===== config.mk =====
export PLATFORM = sky130hd
export DESIGN_NAME = bbt_transceiver
export DESIGN_NICKNAME = d
export VERILOG_FILES = /design/src/pkg/bbt_pkg.sv /design/src/core/bbt_transceiver.sv /design/src/core/bbt_fifo.sv
export SDC_FILE = /design/constraint.sdc
export NUM_CORES = 2
export LEC_CHECK = 0
export ABC_CLOCK_PERIOD_IN_PS = 9100
export BUFFER_PORTS_ARGS = -buffer_cell sky130_fd_sc_hd__buf_2
export CORE_MARGIN = 1
export CORE_UTILIZATION = 35
export CTS_CLUSTER_DIAMETER = 80
export DETAILED_ROUTE_END_ITERATION = 8
export SLEW_MARGIN = 20
export SYNTH_ARGS = -nofsm -noshare
export SYNTH_HDL_FRONTEND = slang
export SYNTH_HIERARCHICAL = 1
export SYNTH_SLANG_ARGS = --single-unit

===== constraint.sdc =====
create_clock -name clock_i -period 9.1 [get_ports clock_i]
set_input_delay 0.91 -clock clock_i [delete_from_list [all_inputs] [get_ports clock_i]]
set_output_delay 0.91 -clock clock_i [all_outputs]
set_load 0.02 [all_outputs]

===== src/pkg/bbt_pkg.sv =====
/*
 * Shared constants of the bidirectional bus transceiver: data width,
 * synchroniser depth, buffer depth and reset values.
 * Assumes a single 250 MHz system clock drives everything that uses it.
 */
package bbt_pkg;
    localparam int DATA_W = 20;
    localparam int FIFO_DEPTH = 32;
    localparam int SYNC_STAGES = 3;
    localparam int CTRL_W = 4;
    localparam int NUM_DIRS = 2;
    localparam int CLK_PERIOD_NS = 4;
    localparam logic RST_BIT = 1'h0;
    localparam logic RST_OE_N = 1'h1;
endpackage : bbt_pkg


===== src/core/bbt_transceiver.sv =====
/*
 * Two-direction bus transceiver core with transparent, latched and clocked
 * storage per direction, tri-state pin control and a test-mode override.
 * Assumes all pins are asynchronous to clock_i and pass a three-stage
 * synchroniser; test-mode inputs come from logic on clock_i.
 */
// Contract
// RL1: 20-bit words, one store per direction.
// RL2: Latch enable high makes B follow A.
// RL3: Clock enable high holds stored value.
// RL4: Static clock level keeps stored value.
// RL5: Rising clock with enables low captures A.
// RL6: Output enable low drives B port.
// RL7: Output enable high floats all B outputs.
// RL8: B-to-A mirrors A-to-B with own controls.
// RL9: Test mode suppresses normal path at boundary.
// RL10: Test logic idle leaves data path untouched.
// RL11: Per-direction test mode selects test values.
`timescale 1ns/1ps
`default_nettype none
module bbt_transceiver import bbt_pkg::*; #(
    parameter int WIDTH = DATA_W,
    parameter int DEPTH = FIFO_DEPTH
) (
    // Clock and reset.
    input wire logic clock_i,
    input wire logic reset_i,
    // A port pins.
    input wire logic [WIDTH-1:0] a_i,
    output logic [WIDTH-1:0] a_o,
    output logic a_oe_o,
    // B port pins.
    input wire logic [WIDTH-1:0] b_i,
    output logic [WIDTH-1:0] b_o,
    output logic b_oe_o,
    // A-to-B control pins.
    input wire logic a_to_b_output_enable_n_i,
    input wire logic a_to_b_latch_enable_i,
    input wire logic a_to_b_clock_enable_n_i,
    input wire logic a_to_b_clock_i,
    // B-to-A control pins.
    input wire logic b_to_a_output_enable_n_i,
    input wire logic b_to_a_latch_enable_i,
    input wire logic b_to_a_clock_enable_n_i,
    input wire logic b_to_a_clock_i,
    // Test overrides from the boundary-scan logic.
    input wire logic a_to_b_test_mode_i,
    input wire logic [WIDTH-1:0] a_to_b_test_data_i,
    input wire logic a_to_b_test_oe_i,
    input wire logic b_to_a_test_mode_i,
    input wire logic [WIDTH-1:0] b_to_a_test_data_i,
    input wire logic b_to_a_test_oe_i,
    // Capture buffer status.
    output logic a_to_b_capture_ready_o,
    output logic b_to_a_capture_ready_o
);
    localparam int PW = 2 * WIDTH + NUM_DIRS * CTRL_W;
    // Output-enable bits leave reset at their inactive level, so no pin is driven before the real pins arrive.
    localparam logic [PW-1:0] PIN_RST = PW'({RST_OE_N, {(CTRL_W - 1){RST_BIT}}, RST_OE_N, {(CTRL_W - 1){RST_BIT}},
                                            {(2 * WIDTH){RST_BIT}}});

    logic [PW-1:0] pin_raw;
    logic [PW-1:0] sync1_reg;
    logic [PW-1:0] sync2_reg;
    logic [PW-1:0] sync3_reg;
    logic [PW-1:0] filt_reg;
    logic [NUM_DIRS-1:0] clk_prev_reg;
    logic [WIDTH-1:0] store_reg [NUM_DIRS];
    logic [WIDTH-1:0] drive_reg [NUM_DIRS];
    logic [NUM_DIRS-1:0] oe_reg;
    logic [NUM_DIRS-1:0] ready_reg;
    logic [WIDTH-1:0] src [NUM_DIRS];
    logic [NUM_DIRS-1:0] oe_n;
    logic [NUM_DIRS-1:0] le;
    logic [NUM_DIRS-1:0] clken_n;
    logic [NUM_DIRS-1:0] clk;
    logic [NUM_DIRS-1:0] rise;
    logic [NUM_DIRS-1:0] capture;
    logic [NUM_DIRS-1:0] fifo_in_ready;
    logic [NUM_DIRS-1:0] fifo_out_valid;
    logic [WIDTH-1:0] fifo_out_data [NUM_DIRS];
    logic [NUM_DIRS-1:0] test_mode;
    logic [WIDTH-1:0] test_data [NUM_DIRS];
    logic [NUM_DIRS-1:0] test_oe;

    // Pin bundle: B-to-A controls, A-to-B controls, B data, A data.
    assign pin_raw = {b_to_a_output_enable_n_i, b_to_a_latch_enable_i, b_to_a_clock_enable_n_i, b_to_a_clock_i,
                      a_to_b_output_enable_n_i, a_to_b_latch_enable_i, a_to_b_clock_enable_n_i, a_to_b_clock_i,
                      b_i, a_i};

    always_ff @(posedge clock_i or posedge reset_i) begin
        if (reset_i) begin
            sync1_reg <= PIN_RST;
            sync2_reg <= PIN_RST;
            sync3_reg <= PIN_RST;
        end else begin
            sync1_reg <= pin_raw;
            sync2_reg <= sync1_reg;
            sync3_reg <= sync2_reg;
        end
    end

    // A bit changes only once the second and third stages agree, which rejects single-cycle glitches.
    always_ff @(posedge clock_i or posedge reset_i) begin
        if (reset_i) begin
            filt_reg <= PIN_RST;
        end else begin
            filt_reg <= (sync3_reg & ~(sync2_reg ^ sync3_reg)) | (filt_reg & (sync2_reg ^ sync3_reg));
        end
    end

    assign test_mode = {b_to_a_test_mode_i, a_to_b_test_mode_i};
    assign test_data[0] = a_to_b_test_data_i;
    assign test_data[1] = b_to_a_test_data_i;
    assign test_oe = {b_to_a_test_oe_i, a_to_b_test_oe_i};

    for (genvar d = 0; d < NUM_DIRS; d++) begin : g_dir // [RL8]
        assign src[d] = filt_reg[d * WIDTH +: WIDTH]; // [RL1]
        assign clk[d] = filt_reg[2 * WIDTH + d * CTRL_W];
        assign clken_n[d] = filt_reg[2 * WIDTH + d * CTRL_W + 1];
        assign le[d] = filt_reg[2 * WIDTH + d * CTRL_W + 2];
        assign oe_n[d] = filt_reg[2 * WIDTH + d * CTRL_W + 3];
        assign rise[d] = clk[d] & ~clk_prev_reg[d];
        // Only a rising edge with both enables low stores a word; static clock levels store nothing.
        assign capture[d] = ~le[d] & ~clken_n[d] & rise[d]; // [RL3] [RL4] [RL5]

        // Captured words queue here; while test mode holds the drain the queue fills and ready drops.
        bbt_fifo #(
            .WIDTH(WIDTH),
            .DEPTH(DEPTH)
        ) u_fifo (
            .clock_i(clock_i),
            .reset_i(reset_i),
            .in_valid_i(capture[d]),
            .in_ready_o(fifo_in_ready[d]),
            .in_data_i(src[d]),
            .out_valid_o(fifo_out_valid[d]),
            .out_ready_i(~test_mode[d]),
            .out_data_o(fifo_out_data[d])
        );

        always_ff @(posedge clock_i or posedge reset_i) begin
            if (reset_i) begin
                clk_prev_reg[d] <= RST_BIT;
            end else begin
                clk_prev_reg[d] <= clk[d];
            end
        end

        // Queued edge captures are applied before transparent tracking so none is skipped.
        always_ff @(posedge clock_i or posedge reset_i) begin
            if (reset_i) begin
                store_reg[d] <= '0;
            end else if (!test_mode[d]) begin // [RL9]
                if (fifo_out_valid[d]) begin
                    store_reg[d] <= fifo_out_data[d]; // [RL5]
                end else if (le[d]) begin
                    store_reg[d] <= src[d]; // [RL2]
                end
            end
        end

        always_ff @(posedge clock_i or posedge reset_i) begin
            if (reset_i) begin
                drive_reg[d] <= '0;
                oe_reg[d] <= ~RST_OE_N;
                ready_reg[d] <= RST_BIT;
            end else begin
                drive_reg[d] <= test_mode[d] ? test_data[d] : store_reg[d]; // [RL6] [RL11]
                oe_reg[d] <= test_mode[d] ? test_oe[d] : ~oe_n[d]; // [RL7] [RL11] [RL10]
                ready_reg[d] <= fifo_in_ready[d];
            end
        end
    end

    assign b_o = drive_reg[0];
    assign b_oe_o = oe_reg[0];
    assign a_o = drive_reg[1];
    assign a_oe_o = oe_reg[1];
    assign a_to_b_capture_ready_o = ready_reg[0];
    assign b_to_a_capture_ready_o = ready_reg[1];
endmodule : bbt_transceiver
`default_nettype wire


===== src/core/bbt_fifo.sv =====
/*
 * Parameterised first-word-fall-through FIFO with valid and ready on both
 * sides; the read data always come from a register.
 * Assumes one clock and an asynchronous active-high reset.
 */
`timescale 1ns/1ps
`default_nettype none
module bbt_fifo #(
    parameter int WIDTH = 20,
    parameter int DEPTH = 32
) (
    // Clock and reset.
    input wire logic clock_i,
    input wire logic reset_i,
    // Fill side.
    input wire logic in_valid_i,
    output logic in_ready_o,
    input wire logic [WIDTH-1:0] in_data_i,
    // Drain side.
    output logic out_valid_o,
    input wire logic out_ready_i,
    output logic [WIDTH-1:0] out_data_o
);
    localparam int AW = (DEPTH > 1) ? $clog2(DEPTH) : 1;
    localparam int CW = $clog2(DEPTH + 1);

    logic [WIDTH-1:0] mem_reg [DEPTH];
    logic [AW-1:0] wr_ptr_reg;
    logic [AW-1:0] rd_ptr_reg;
    logic [CW-1:0] count_reg;
    logic out_valid_reg;
    logic [WIDTH-1:0] out_data_reg;
    logic push;
    logic pop;
    logic slot_free;
    logic mem_rd;
    logic bypass;
    logic mem_wr;

    assign push = in_valid_i & in_ready_o;
    assign pop = out_valid_reg & out_ready_i;
    assign slot_free = ~out_valid_reg | pop;
    assign mem_rd = slot_free & (count_reg != '0);
    // A word goes straight to the output slot only when nothing is queued ahead of it.
    assign bypass = slot_free & (count_reg == '0) & push;
    assign mem_wr = push & ~bypass;
    assign in_ready_o = (count_reg != CW'(DEPTH));
    assign out_valid_o = out_valid_reg;
    assign out_data_o = out_data_reg;

    always_ff @(posedge clock_i) begin
        if (mem_wr) begin
            mem_reg[wr_ptr_reg] <= in_data_i;
        end
    end

    always_ff @(posedge clock_i or posedge reset_i) begin
        if (reset_i) begin
            wr_ptr_reg <= '0;
            rd_ptr_reg <= '0;
            count_reg <= '0;
        end else begin
            if (mem_wr) begin
                wr_ptr_reg <= (wr_ptr_reg == AW'(DEPTH - 1)) ? '0 : wr_ptr_reg + 1'b1;
            end
            if (mem_rd) begin
                rd_ptr_reg <= (rd_ptr_reg == AW'(DEPTH - 1)) ? '0 : rd_ptr_reg + 1'b1;
            end
            count_reg <= count_reg + CW'(mem_wr) - CW'(mem_rd);
        end
    end

    always_ff @(posedge clock_i or posedge reset_i) begin
        if (reset_i) begin
            out_valid_reg <= 1'h0;
            out_data_reg <= '0;
        end else if (slot_free) begin
            out_valid_reg <= mem_rd | bypass;
            if (mem_rd) begin
                out_data_reg <= mem_reg[rd_ptr_reg];
            end else if (bypass) begin
                out_data_reg <= in_data_i;
            end
        end
    end
endmodule : bbt_fifo
`default_nettype wire


==> flow_metrics.py <==
metrics = {
    "setup_path": {
        "cp-start-kind": "primary input",
        "arrival_ns": 4.78,
        "cp_max_fo": 25,
        "cp.required_ns": 9.48,
        "crit_type": "in2reg",
        "crit_chain": "buf_2, inv_1, nand2b_1, a21oi_1, nand2_1, nor2_2",
        "cpLargestDelayFamily": "simple AND/OR/NAND/NOR gates",
        "slowest_stage": "nor2_2",
        "end_kind": "register",
        "slowest_delay_ns": 1.12,
        "path_buf_inv": 2,
    },
    "clock_tree": {
        "cts-buffers-inserted": 168,
        "cts_hold_buf": 0,
        "path_clk_slew_ns": 0.06,
        "cts_tree": "done",
        "cts-resized-gates": 0,
        "clock_latency_ns": 0.79,
        "cts_sinks": 1632,
        "clockRootBuffer": "clkbuf_16",
        "cts_buffer_depth": 3,
        "cts_setup_buffers": 0,
        "htree_num_levels": 4,
    },
    "grt": {
        "grt_max_degree": 134,
        "first_global_vias": 30470,
        "overflow": 0,
        "antenna_found_initial": 3,
        "grt.total_usage_pct": 16.11,
        "grt_pass1_wl_um": 210400,
    },
    "layout": {
        "final_util_pct": 40.60,
        "n_antenna_cell": 0,
        "n_fill_cell": 15410,
        "postLayoutCellArea_um2": 70720,
        "largest_register_ffs": 1280,
        "drive_above_1_share_pct": 25.61,
        "areaGrowthSynthToFinish_pct": 14.94,
        "finalNetCount": 3424,
        "final_cells": 5761,
    },
    "sta": {
        "setup_violations": 0,
        "rsz0062_at_grt": "false",
        "worstMarginPinSlew_ns": 1.158,
        "relSlewSlack_pct": 20.80,
        "period_needed_ns": 4.401,
        "hold_viol": 0,
        "skew_ns": 0.03426,
        "maxSlewViolCount": 0,
        "setup-tns-final_ns": 0,
        "fmax_mhz": 227.2,
        "period_share_pct": 48.36,
    },
    "floorplan": {
        "start_util_pct": 35.32,
        "fp.dieArea_um2": 177500,
        "die_w_um": 421.3,
        "ios": 138,
        "rows": 153,
        "core-area_um2": 174200,
        "fp.dieH_um": 421.3,
    },
    "yosys": {
        "yosysWarnings": 6,
        "seq_area_frac_synth_pct": 76.80,
        "synth_cells": 3107,
        "synth-seq-cells": 1632,
        "syn_area_um2": 61530,
        "syn_nets": 3235,
        "syn_avg_cell_area_um2": 19.80,
        "synth-edff-count": 1280,
        "synth_ff_type": "edfxtp_1",
        "async_flop_share_pct": 21.57,
        "ys_types": 51,
    },
    "drt": {
        "wl_per_cell_um": 24.99,
        "final_antenna_net_count": 0,
        "vias": 29840,
        "drt-total-wl_um": 144000,
        "drt_iter0_drc": 2409,
        "firstDrtPassIters": 5,
        "via_per_inst": 5.180,
        "drc": 0,
    },
    "placed_design": {
        "place_hpwl_um": 86650,
        "place_inst": 5448,
        "gp_congestion": 0.8260,
        "portBuffers": 137,
        "placed_cell_area_um2": 64950,
    },
    "power": {
        "total_power_mw": 19.90,
        "vdd_drop_max_mv": 0.2054,
        "leakage_nw": 23.54,
        "pwr_density_cell_nw_per_um2": 281.5,
    },
    "outcome": {
        "status": "finished clean",
    },
    "min_path": {
        "hold_class": "in2reg",
    },
    "run": {
        "max_cap_viol_count": 0,
    },
}
## cells by family after synthesis
logic type,share of synthesized area (%)
flops,76.80
simple gates,2.105
mux,12.29
compound gates,5.529
fa+ha+maj,1.497
xor+xnor,0.1139
buf+inv,1.663
## where the power goes
part,internal [mW],switching [mW]
Clock,4.04,2.81
Sequential,8.52,0.609
Combinational,1.59,2.33
## cells in the final DEF, fill, tap and decap left out, types with 33 or more instances in the layout
cell          n
nand2_1      78
clkbuf_1     41
clkbuf_16   176
a22o_1       38
mux2i_1     168
buf_2       137
a22oi_1      38
edfxtp_1   1280
maj3_1       48
mux4_2      240
a221o_1      40
buf_4        48
o221ai_1     40
mux2_2       42
dfrtp_1     312
nor2_4       45
a21oi_1     110
inv_1        33
o22ai_1      78
nor2_1       94
## per-stage QoR
| step | hold slack (ns) | worst slack (ns) |
|---|---|---|
| after floorplan | 0.3312 | 0.5378 |
| after global placement | 0.3318 | 4.013 |
| after detailed placement | 0.3347 | 3.929 |
| after CTS | 0.1646 | 4.768 |
| after global routing | 0.1775 | 4.477 |
| final | 0.2339 | 4.699 |
## synth_stat cells (5+ instances only)
| master | count | share of area, % |
|---|---|---|
| a221o_1 | 40 | 0.65 |
| buf_1 | 6 | 0.037 |
| o32ai_2 | 20 | 0.53 |
| clkbuf_1 | 91 | 0.56 |
| or3_1 | 6 | 0.061 |
| nand2_1 | 78 | 0.48 |
| a22oi_1 | 38 | 0.46 |
| nor2b_1 | 8 | 0.081 |
| mux2_2 | 42 | 0.77 |
| o22ai_1 | 78 | 0.79 |
| a2111oi_2 | 22 | 0.54 |
| ha_1 | 32 | 0.65 |
| o21ai_0 | 21 | 0.17 |
| nand2b_1 | 5 | 0.051 |
| dfrtp_1 | 344 | 14 |
| edfxtp_1 | 1280 | 62 |
| nor2_1 | 160 | 0.98 |
| a21oi_1 | 110 | 0.89 |
| nand3b_1 | 8 | 0.098 |
| mux2i_1 | 168 | 2.7 |
| dfstp_2 | 8 | 0.34 |
| a2111oi_0 | 12 | 0.17 |
| buf_2 | 52 | 0.42 |
| mux4_2 | 240 | 8.8 |
| nand3_1 | 8 | 0.065 |
| buf_6 | 15 | 0.27 |
| a22o_1 | 38 | 0.54 |
| inv_1 | 36 | 0.22 |
| maj3_1 | 48 | 0.78 |
| o221ai_1 | 40 | 0.57 |
## worst paths after layout
| path | start | to | slack [ns] | cells past startpoint |
|---|---|---|---|---|
| max reg2reg | register | g_dir[1].u_fifo/mem_reg[8][6] | 4.94 | 5 |
| max in group asynchronous | reset_i | asynchronous set/reset pin | 7.37 | 3 |
| min | a_i[13] | sync1_reg[13] | 0.23 | 1 |
| max | b_to_a_test_mode_i | g_dir[1].u_fifo/mem_reg[8][6] | 4.70 | 6 |
| min in group asynchronous | reset_i | sync1_reg[21] | 0.27 | 2 |
| min reg2reg | sync1_reg[19] | sync2_reg[19] | 0.35 | 0 |
## metal layers
| layer | up-vias | part of all wire [%] | routed length, µm | global-route usage, % |
|---|---|---|---|---|
| met4 | 0 | 3.3 | 4690 | 5.612 |
| met5 | - | 0 | 0 | 0 |
| met3 | 229 | 5.1 | 7404 | 2.792 |
| met1 | 15800 | 42 | 60650 | 21.50 |
| met2 | 824 | 49 | 71210 | 26.54 |
| li1 | 12990 | - | - | - |
## final cells by class
cell class                 count  area, µm²  area share [%]
timing repair buffer         189       1112           1.573
multi-input combinational   1269      13700           19.38
clock buffer                 235       4787           6.769
tap                         2325       2909           4.114
sequential                  1632      47310           66.89
inverter                      36      142.6          0.2017
clock inverter                75      759.5           1.074
No activity file was read; power rests on OpenSTA's default activity.
